### config.mk
export PLATFORM = sky130hd
export DESIGN_NAME = lrw_lane_ctrl
export DESIGN_NICKNAME = d
export VERILOG_FILES = /design/src/rtl/lrw_pkg.sv /design/src/rtl/lrw_lane_ctrl.sv
export SDC_FILE = /design/constraint.sdc
export NUM_CORES = 1
export LEC_CHECK = 0
export BUFFER_PORTS_ARGS = -buffer_cell sky130_fd_sc_hd__buf_4
export CORE_MARGIN = 1
export CORE_UTILIZATION = 50
export CTS_CLUSTER_SIZE = 24
export DETAILED_ROUTE_END_ITERATION = 16
export HOLD_SLACK_MARGIN = 0.1
export PLACE_DENSITY = 0.76
export SLEW_MARGIN = 20
export SYNTH_ARGS = -nofsm -noshare
export SYNTH_HDL_FRONTEND = slang
export SYNTH_SLANG_ARGS = --single-unit
### constraint.sdc
create_clock -name clk_in -period 4.36 [get_ports clk_in]
set_clock_uncertainty 0.05 [all_clocks]
set_input_delay 0 -clock clk_in [delete_from_list [all_inputs] [get_ports clk_in]]
set_output_delay 0 -clock clk_in [all_outputs]
set_load 0.05 [all_outputs]
### src/rtl/lrw_pkg.sv
// package for the lane reversal and width negotiation block
package lrw_pkg;
  // lane widths, one-hot: x1, x2, x4, x8
  localparam logic [3:0] LRW_W_NONE = 4'h0;
  localparam logic [3:0] LRW_W_X1 = 4'h1;
  localparam logic [3:0] LRW_W_X2 = 4'h2;
  localparam logic [3:0] LRW_W_X4 = 4'h4;
  localparam logic [3:0] LRW_W_X8 = 4'h8;
  localparam int LRW_MAX_LANES = 8;
  // timing
  localparam int LRW_CLK_PERIOD_NS = 10;
  localparam int LRW_READY_MS = 20;
  localparam int LRW_READY_CYC = (LRW_READY_MS * 1000000) / LRW_CLK_PERIOD_NS;
  // boot wait before training may start, short and well inside the deadline
  localparam int LRW_BOOT_US = 10;
  localparam int LRW_BOOT_CYC = (LRW_BOOT_US * 1000) / LRW_CLK_PERIOD_NS;
  // lane number field reported in received training sequences
  localparam int LRW_LNUM_W = 3;

  typedef enum logic [4:0] {
    LRW_ST_RESET = 5'h01,
    LRW_ST_BOOT = 5'h02,
    LRW_ST_TRAIN = 5'h04,
    LRW_ST_UP = 5'h08,
    LRW_ST_LOST = 5'h10
  } lrw_state_t;

  // training sequence observations per lane
  typedef struct packed {
    logic [LRW_MAX_LANES-1:0] ts_valid;
    logic [LRW_MAX_LANES*LRW_LNUM_W-1:0] lane_num;
  } lrw_rx_ts_t;

  // link status toward the user side
  typedef struct packed {
    logic ready_to_train;
    logic link_up;
    logic reversed;
    logic link_lost;
    logic [3:0] width;
  } lrw_status_t;
endpackage

### src/rtl/lrw_lane_ctrl.sv
// lane reversal detection, width negotiation and boot sequencing of the port
`timescale 1ns/1ps
// How it works
// - full x8/x4/x2 width: detect reversal, remap, train
// - width settles at smaller advertised width
// - no reversal on downshifted widths, training fails
// - same behaviour for endpoint and root port
// - ready to train within 20 ms
// - stage one start-up makes port active
// - port answers enumeration while stage two loads
// - x4 port with x2 partner uses lanes 0-1
// - lane 0 failure loses link, no recovery
module lrw_lane_ctrl #(
  parameter int NUM_LANES = 8,
  parameter int READY_CYC = lrw_pkg::LRW_READY_CYC,
  parameter int BOOT_CYC = lrw_pkg::LRW_BOOT_CYC
) (
  // clock and reset
  input wire logic clk_in,
  input wire logic arst_n_in,
  // configuration
  input wire logic [3:0] adv_width_in,
  input wire logic root_port_in,
  input wire logic stage1_start_in,
  // partner observations, pin domain
  input wire logic [3:0] partner_width_in,
  input wire lrw_pkg::lrw_rx_ts_t rx_ts_in,
  input wire logic [NUM_LANES-1:0] lane_ok_in,
  // outputs
  output lrw_pkg::lrw_status_t status_out,
  output logic [NUM_LANES*lrw_pkg::LRW_LNUM_W-1:0] lane_map_out,
  output logic [NUM_LANES-1:0] lane_en_out,
  output logic enum_ready_out
);
  import lrw_pkg::*;
  localparam int LW = LRW_LNUM_W;
  localparam int CW = $clog2(READY_CYC + 1);

  ////////////////////////////////////////////////////////////////////////////
  // the reset pin asserts at once but releases through two flip-flops, so
  // every flip-flop below leaves reset on the same edge
  // this adds two cycles to the boot wait, far inside the deadline
  logic rst_n_s1_q;
  logic rst_n_q;
  always_ff @(posedge clk_in or negedge arst_n_in) begin
    if (!arst_n_in) begin
      rst_n_s1_q <= 1'b0;
      rst_n_q <= 1'b0;
    end else begin
      rst_n_s1_q <= 1'b1;
      rst_n_q <= rst_n_s1_q;
    end
  end

  ////////////////////////////////////////////////////////////////////////////
  // two flip-flop synchronisers for partner inputs and stage1_start_in; adv_width_in and root_port_in are not synchronised
  logic [3:0] pw_s1_q;
  logic [3:0] pw_q;
  lrw_rx_ts_t ts_s1_q;
  lrw_rx_ts_t ts_q;
  logic [NUM_LANES-1:0] ok_s1_q;
  logic [NUM_LANES-1:0] ok_q;
  logic start_s1_q;
  logic start_q;
  always_ff @(posedge clk_in or negedge rst_n_q) begin
    if (!rst_n_q) begin
      pw_s1_q <= 4'h0;
      pw_q <= 4'h0;
      ts_s1_q <= '0;
      ts_q <= '0;
      ok_s1_q <= '0;
      ok_q <= '0;
      start_s1_q <= 1'b0;
      start_q <= 1'b0;
    end else begin
      pw_s1_q <= partner_width_in;
      pw_q <= pw_s1_q;
      ts_s1_q <= rx_ts_in;
      ts_q <= ts_s1_q;
      ok_s1_q <= lane_ok_in;
      ok_q <= ok_s1_q;
      start_s1_q <= stage1_start_in;
      start_q <= start_s1_q;
    end
  end

  ////////////////////////////////////////////////////////////////////////////
  // width negotiation: one-hot codes, so the smaller is the highest common
  // bit that both sides support at or below their own maximum
  wire [3:0] adv_mask = {adv_width_in[3], |adv_width_in[3:2], |adv_width_in[3:1],
                         |adv_width_in};
  wire [3:0] pw_mask = {pw_q[3], |pw_q[3:2], |pw_q[3:1], |pw_q};
  wire [3:0] common = adv_mask & pw_mask;
  wire [3:0] neg_width = common[3] ? LRW_W_X8 : common[2] ? LRW_W_X4 :
                         common[1] ? LRW_W_X2 : common[0] ? LRW_W_X1 : LRW_W_NONE;
  wire full_width = (neg_width == adv_width_in) &&
                    ((neg_width == LRW_W_X8) || (neg_width == LRW_W_X4) ||
                     (neg_width == LRW_W_X2));
  wire [3:0] active_n = neg_width; // lanes in use: 1,2,4,8
  // root port and endpoint share this path: no mode dependency
  wire unused_mode = root_port_in;

  ////////////////////////////////////////////////////////////////////////////
  // reversal inference from the lane number seen on physical lane 0
  wire [LW-1:0] l0_num = ts_q.lane_num[LW-1:0];
  wire l0_valid = ts_q.ts_valid[0];
  wire [LW-1:0] top_num = (active_n == LRW_W_X8) ? 3'h7 :
                          (active_n == LRW_W_X4) ? 3'h3 :
                          (active_n == LRW_W_X2) ? 3'h1 : 3'h0;

  ////////////////////////////////////////////////////////////////////////////
  // the lane number and partner width cross as plain multi-bit levels, so a
  // value counts only once it has held over two edges; costs one cycle
  // a lane 0 that flickers between two numbers therefore never trains
  logic [LW-1:0] l0_num_prev_q;
  logic l0_valid_prev_q;
  logic [3:0] pw_prev_q;
  always_ff @(posedge clk_in or negedge rst_n_q) begin
    if (!rst_n_q) begin
      l0_num_prev_q <= '0;
      l0_valid_prev_q <= 1'b0;
      pw_prev_q <= 4'h0;
    end else begin
      l0_num_prev_q <= l0_num;
      l0_valid_prev_q <= l0_valid;
      pw_prev_q <= pw_q;
    end
  end
  wire l0_stable = l0_valid_prev_q && (l0_num_prev_q == l0_num) && (pw_prev_q == pw_q);
  wire saw_l0 = l0_valid && l0_stable;
  wire rev_seen = saw_l0 && (l0_num == top_num) && (top_num != 3'h0);
  // downshifted and reversed: partner lane 0 never reaches us
  wire rev_fail = saw_l0 && (l0_num != 3'h0) && !rev_seen;
  wire rev_ok = rev_seen && full_width;
  wire unused_mode_x = 1'b0 & unused_mode;
  wire train_ok = saw_l0 && ((l0_num == 3'h0) || rev_ok) && !unused_mode_x;

  ////////////////////////////////////////////////////////////////////////////
  // lane map and enables
  logic [NUM_LANES*LW-1:0] map_d;
  logic [NUM_LANES-1:0] en_d;
  genvar g;
  generate
    for (g = 0; g < NUM_LANES; g++) begin : g_lane
      wire [LW-1:0] fwd = LW'(g);
      assign map_d[g*LW +: LW] = rev_ok ? (top_num - fwd) : fwd;
      assign en_d[g] = (g < 1) ? (active_n != 4'h0) :
                       (g < 2) ? (active_n[3:1] != 3'h0) :
                       (g < 4) ? (active_n[3:2] != 2'h0) : active_n[3];
    end
  endgenerate

  ////////////////////////////////////////////////////////////////////////////
  // sequencer
  lrw_state_t st_q;
  lrw_state_t st_d;
  logic [CW-1:0] cnt_q;
  logic rev_q;
  logic ready_q;
  logic up_q;
  logic lost_q;
  logic enum_q;
  logic [3:0] width_q;
  logic [NUM_LANES*LW-1:0] map_q;
  logic [NUM_LANES-1:0] en_q;
  wire boot_done = (cnt_q >= CW'(BOOT_CYC));
  wire deadline = (cnt_q >= CW'(READY_CYC - 1));
  wire lane0_fail = !ok_q[0];

  always_comb begin
    st_d = st_q;
    unique case (st_q)
      LRW_ST_RESET: st_d = LRW_ST_BOOT;
      LRW_ST_BOOT: if (boot_done || deadline) st_d = LRW_ST_TRAIN;
      LRW_ST_TRAIN: if (train_ok && start_q && !rev_fail) st_d = LRW_ST_UP;
      LRW_ST_UP: if (lane0_fail) st_d = LRW_ST_LOST;
      LRW_ST_LOST: st_d = LRW_ST_LOST;
    endcase
  end

  always_ff @(posedge clk_in or negedge rst_n_q) begin
    if (!rst_n_q) begin
      st_q <= LRW_ST_RESET;
      cnt_q <= '0;
      rev_q <= 1'b0;
      ready_q <= 1'b0;
      up_q <= 1'b0;
      lost_q <= 1'b0;
      enum_q <= 1'b0;
      width_q <= LRW_W_NONE;
      map_q <= '0;
      en_q <= '0;
    end else begin
      st_q <= st_d;
      if (st_q == LRW_ST_BOOT) cnt_q <= cnt_q + CW'(1);
      ready_q <= (st_d == LRW_ST_TRAIN) || (st_d == LRW_ST_UP);
      up_q <= (st_d == LRW_ST_UP);
      lost_q <= (st_d == LRW_ST_LOST);
      // enumeration answered once stage one is active and the link is up
      enum_q <= (st_d == LRW_ST_UP) && start_q;
      if (st_q == LRW_ST_TRAIN && st_d == LRW_ST_UP) begin
        rev_q <= rev_ok;
        width_q <= neg_width;
        map_q <= map_d;
        en_q <= en_d;
      end else if (st_d == LRW_ST_LOST) begin
        // map and reversal flag keep their last values for post-mortem reads
        en_q <= '0;
        width_q <= LRW_W_NONE;
      end
    end
  end

  ////////////////////////////////////////////////////////////////////////////
  // outputs come straight from flip-flops; nothing here is combinational
  assign status_out = '{ready_to_train: ready_q, link_up: up_q, reversed: rev_q,
                        link_lost: lost_q, width: width_q};
  assign lane_map_out = map_q;
  assign lane_en_out = en_q;
  assign enum_ready_out = enum_q;
endmodule

### Word-level counts from Yosys, hierarchy flattened

Cells that the tools add are included.

| operators by class | value |
|---|---|
| $add $sub $neg | 8 |
| magnitude comparators | 2 |
| equality and inequality tests | 15 |
| mux-type cells | 23 |
| bitwise operators | 1 |
| reduce and logical (&&, ||, !) cells | 34 |

Operators by type and width:

| cell | number |
|---|---|
| 3-bit two-way mux | 10 |
| 5-bit case mux with 5 select lines | 1 |
| 21-bit by 1-bit adder with 21-bit output (second input constant) | 1 |
| 21-bit by 10-bit >= comparator with 1-bit output (second input constant) | 1 |
| 21-bit >= comparator (second input constant) | 1 |
| 8-bit two-way mux | 2 |
| 5-bit two-way mux | 3 |
| 1-bit logical AND | 14 |
| 4-bit two-way mux | 3 |
| 3-bit subtractor (second input constant) | 4 |
| 5-bit by 3-bit == test with 1-bit output (second input constant) | 2 |
| 5-bit by 4-bit == test with 1-bit output (second input constant) | 2 |
| 5-bit == test (second input constant) | 2 |
| 3-bit nonzero test | 3 |
| 4-bit == test | 2 |
| 4-bit OR reduction | 2 |
| 3-bit == test | 2 |
| 3-bit OR reduction | 2 |
| 3-bit by 2-bit subtractor with 3-bit output (second input constant) | 2 |
| 5-bit by 1-bit == test with 1-bit output (second input constant) | 1 |
| 5-bit by 2-bit == test with 1-bit output (second input constant) | 1 |
| 1-bit logical OR | 5 |
| 4-bit AND | 1 |
| 4-bit by 2-bit == test with 1-bit output (second input constant) | 1 |
| other kinds (10) | 15 |

| storage, ports and cells | value |
|---|---|
| register bits after elaboration | 97 |
| bits of input ports | 52 |
| output and inout bits | 41 |

### Longest topological paths before layout

| logic depth | value |
|---|---|
| depth after elaboration | 23 |
| gate-level depth with buffers | 10 |
| gate-level depth less buffers | 8 |

### Worst setup path after synthesis

No wires, ideal clock.

| path | value |
|---|---|
| kind | register to register |
| from | register pw_q[3] |
| to | register width_q[2] |
| arrival | 2.155 ns |
| required time | 4.185 ns |
| setup slack | 2.030 ns |
| stages on the path, launching flop included | 9 |
| path through | dfrtp_1 > or2_2 > o21ai_0 > ha_1 > nor3_1 > a31oi_1 > a2111o_1 > a21o_1 > mux2_2 |

| on the way | value |
|---|---|
| longest elaborated chain between the ends | 23 |
| elaborated cells between the ends (all ways) | 41 |

RTL lines:

| item | line | source |
|---|---|---|
| start, declared | lrw_lane_ctrl.sv:58 | `logic [3:0] pw_q;` |
| start signal, assigned | lrw_lane_ctrl.sv:77 | `pw_q <= pw_s1_q;` |
| 4-bit OR reduction | lrw_lane_ctrl.sv:92 | `wire [3:0] pw_mask = {pw_q[3], \|pw_q[3:2], \|pw_q[3:1], \|pw_q};` |
| 4-bit AND | lrw_lane_ctrl.sv:93 | `wire [3:0] common = adv_mask & pw_mask;` |
| 1-bit two-way mux | lrw_lane_ctrl.sv:95 | `common[1] ? LRW_W_X2 : common[0] ? LRW_W_X1 : LRW_W_NONE;` |
| 2-bit two-way mux | lrw_lane_ctrl.sv:95 |  |
| 3-bit two-way mux | lrw_lane_ctrl.sv:94 | `wire [3:0] neg_width = common[3] ? LRW_W_X8 : common[2] ? LRW_W_X4 :` |
| 4-bit two-way mux | lrw_lane_ctrl.sv:94 |  |
| 4-bit by 2-bit == test with 1-bit output | lrw_lane_ctrl.sv:98, lrw_lane_ctrl.sv:109 |  |
| 1-bit two-way mux | lrw_lane_ctrl.sv:109 | `(active_n == LRW_W_X2) ? 3'h1 : 3'h0;` |
| (+6 left out) | - |  |
| 1-bit logical OR | lrw_lane_ctrl.sv:136 | `wire train_ok = saw_l0 && ((l0_num == 3'h0) \|\| rev_ok) && !unused_mode_x;` |
| 1-bit logical AND | lrw_lane_ctrl.sv:136 |  |
| 1-bit logical AND (2 in a row) | lrw_lane_ctrl.sv:175 | `LRW_ST_TRAIN: if (train_ok && start_q && !rev_fail) st_d = LRW_ST_UP;` |
| 5-bit two-way mux | lrw_lane_ctrl.sv:175 |  |
| 5-bit case mux with 5 select lines | lrw_lane_ctrl.sv:172 | `unique case (st_q)` |
| 5-bit by 4-bit == test with 1-bit output | lrw_lane_ctrl.sv:201 | `if (st_q == LRW_ST_TRAIN && st_d == LRW_ST_UP) begin` |
| 1-bit logical AND | lrw_lane_ctrl.sv:201 |  |
| 4-bit two-way mux / 2-bit nonzero test (equally long branches) | - |  |
| end signal, assigned | lrw_lane_ctrl.sv:203 | `width_q <= neg_width;` |
| end, declared | lrw_lane_ctrl.sv:163 | `logic [3:0] width_q;` |

Several ways; a longest one is shown, not always the timed one.
A chain may end at the register's enable or synchronous reset.

### Final worst setup path

Same ends and word-level chain as after synthesis.

==> reports/metrics.yaml <==
status: "complete, no violations"
boundaryPins: 93
die_y_um: 82.7
postCtsSetupBuffers: 0
setup_tns_ps: 0
holdCritPathClass: "in -> reg"
ys_warn_count: 0
regArea_sq_um: 2010
grt_max_degree: 48
cts_max_level: 3
worst_slack_ps: 1390
cts_buffer_depth: 2
num_vias: 2096
synth_flop_cell: "dfrtp_1"
syn_avg_cell_area_sq_um: 12.4
fin_crit_sh_pct: 68.1
finish.instance_area_sq_um: 3950
antenna_found_initial: 0
syn_inst: 263
cts_made_buffers: 9
criticalPathCategory: "reg -> reg"
dieWidth_um: 82.7
cp-startpoint: "pw_q[3]$_DFF_PN0_"
multi_input_area_sq_um: 1030
synth-seq-cells: 80
hpwl_um: 3700
finish.utilization_pct: 62.6
place_congestion: 0.792
drv_slew: 0
clock_sinks: 80
synthArstFlopShare_pct: 100
dp_cells: 371
first_pass_iters: 4
cp.arrival_ps: 3170
numPortBuffers: 56
power_leakage_nw: 1.87
drive_gt1_share_pct: 24.6
final_hold_viol_count: 0
cts_tree: "built"
root_buffer: "clkbuf_8"
dpl_cell_area_sq_um: 3590
fmax_ghz: 0.337
ant_nets: 0
grt_setup_unrepaired: "no"
start_kind: "register"
post_synth_instance_area_sq_um: 3260
cts.reportedPaths.clkPinSlew_ps: 90
synth_edf_count: 0
nets: 376
ys_types: 45
n_antenna_cell: 0
crit_fanout: 12
overflow: 0
hold_start: "adv_width_in[2]"
insertion_delay_ps: 350
routed_wl_um: 5530
track_usage_pct: 18.1
peakVddDrop_mv: 0.273
coreArea_sq_um: 6310
yosysSeqAreaShare_pct: 61.5
cts_resized: 0
yosys.area.top_type_share_pct: 60.7
critPathCaptureType: "register"
post-route-min-period_ps: 2970
die_area_sq_um: 6840
timing.rr.start: "pw_q[3]$_DFF_PN0_"
hold_buffers: 15
yosys.area.top_type: "dfrtp_1"
worst_pin_slew_ps: 602
relSlewSlack_pct: 59.9
syn_nets: 319
wl_per_cell_um: 13.8
synth_area_leaders: "dfrtp_1 61%, buf_4 5.1%, xor2_1 4.3%, xnor2_1 3.5%, nand2_1 2.1%"
grt_pass1_vias: 2024
cap_viol_max_count: 0
fin_cells: 402
grt_pass1_wl_um: 9050
finalSetupViolCount: 0
vias_per_cell: 5.21
n_fill_cell: 505
drtIter0Drc: 113
pre_cts_slack_ps: 1380
syn2layout_area_growth_pct: 21.4
drcViolationCount: 0
p_per_area_nw_per_um2: 382
worstPathRequired_ps: 4560
initial_core_util_pct: 51.6
num_rows: 29
==> registers in the layout, summed over array words and instances, names as in the netlist, 3 cells and up <==
name	cells
ts_s1_q	4
l0_num	3
lane_map_out	12
lane_en_out	4
pw_prev_q	4
pw_q	4
st_q	5
l0_num_prev_q	3
pw_s1_q	4
width_q	3
cnt_q	21
==> power breakdown <==
part	total [mW]	switching, mW	internal, mW
clock network	0.564	0.287	0.276
logic	0.109	0.0496	0.0592
registers	0.838	0.0507	0.787
total	1.51	0.388	1.12
==> cell type report <==
type                    instances  share of cell area, %
inverters                       6                  0.570
repair buffers                 72                   14.6
well taps                      77                   2.44
clock inverters                 7                   2.28
clock buffers                   9                   3.13
flip-flops and latches         80                   50.8
multi-input cells             151                   26.2
==> cells in the final DEF (no fill, tap or decap), types with 3 or more instances in the layout <==
master         count
xnor2_1           13
nor4_1             4
clkinv_4           3
nor2_1             5
nor3_1             9
dlygate4sd3_1     15
nand3_1            9
a21oi_1            3
nand4_1            7
xor2_1            16
clkbuf_8           9
nand2_1           18
inv_1              6
dfrtp_1           78
or2_2              3
o21ai_0            5
o22a_1             5
mux2i_1            6
buf_4             57
nand2b_1           4
o2bb2ai_1          7
o21ai_1            3
ha_1               4
==> worst max-delay path, cell delays in order (launching register included) <==
cell and delay, ps:
dfrtp_1 490, or2_2 360, o21ai_0 430, ha_1 240
nor3_1 50, a31oi_1 150, a2111o_1 230, a21o_1 470
mux2_2 400
==> cells by family (layout without fill, tap and decap cells) <==
group | Yosys count | count (layout) | synth area share, %
flops | 80 | 80 | 61.5
xor+xnor | 29 | 29 | 7.80
compound gates | 33 | 33 | 7.38
other cells | 2 | 2 | 0.231
mux | 7 | 7 | 2.19
simple gates | 76 | 76 | 12.6
buf+inv | 32 | 94 | 6.69
fa+ha+maj | 4 | 4 | 1.54
==> per-stage QoR <==
stage	hold WS [ps]	power (mW)
2_1_floorplan	-346	0.915
5_1_grt	159	1.58
6_report	126	1.51
3_5_place_dp	-266	0.952
3_3_place_gp	-268	0.946
4_1_cts	119	1.53
==> routing by layer <==
metal	global-route usage, %	up-vias	part of all wire, %
met2	27.4	63	45
met5	0	-	0
met4	8.79	0	1.7
li1	-	1009	-
met1	23.4	1015	48
met3	6.04	9	5.3
==> worst paths after layout <==
path / to / slack (ps) / depth (start not counted)
min reg2reg: lane_map_out[5]$_DFFE_PN0P_ / 300 / 0
min in group asynchronous: lane_map_out[5]$_DFFE_PN0P_ / 300 / 0
min: lane_en_out[3]$_DFFE_PN0P_ / 130 / 3
max reg2reg: width_q[2]$_DFFE_PN0P_ / 1390 / 8
max in group asynchronous: cnt_q[3]$_DFFE_PN0P_ / 3140 / 1
max: width_q[2]$_DFFE_PN0P_ / 1390 / 8
==> cells in the mapped netlist, drive strengths merged (4+ instances only) <==
cell type	n
o22a	5
buf	24
nand2	18
a21oi	4
mux2i	6
nor4	4
xor2	16
o2bb2ai	7
nand3	9
nand2b	4
o21ai	8
dfrtp	79
xnor2	13
or2	4
nand4	7
nor3	9
nor2	5
inv	6
ha	4
(Power assumes the default switching activity.)
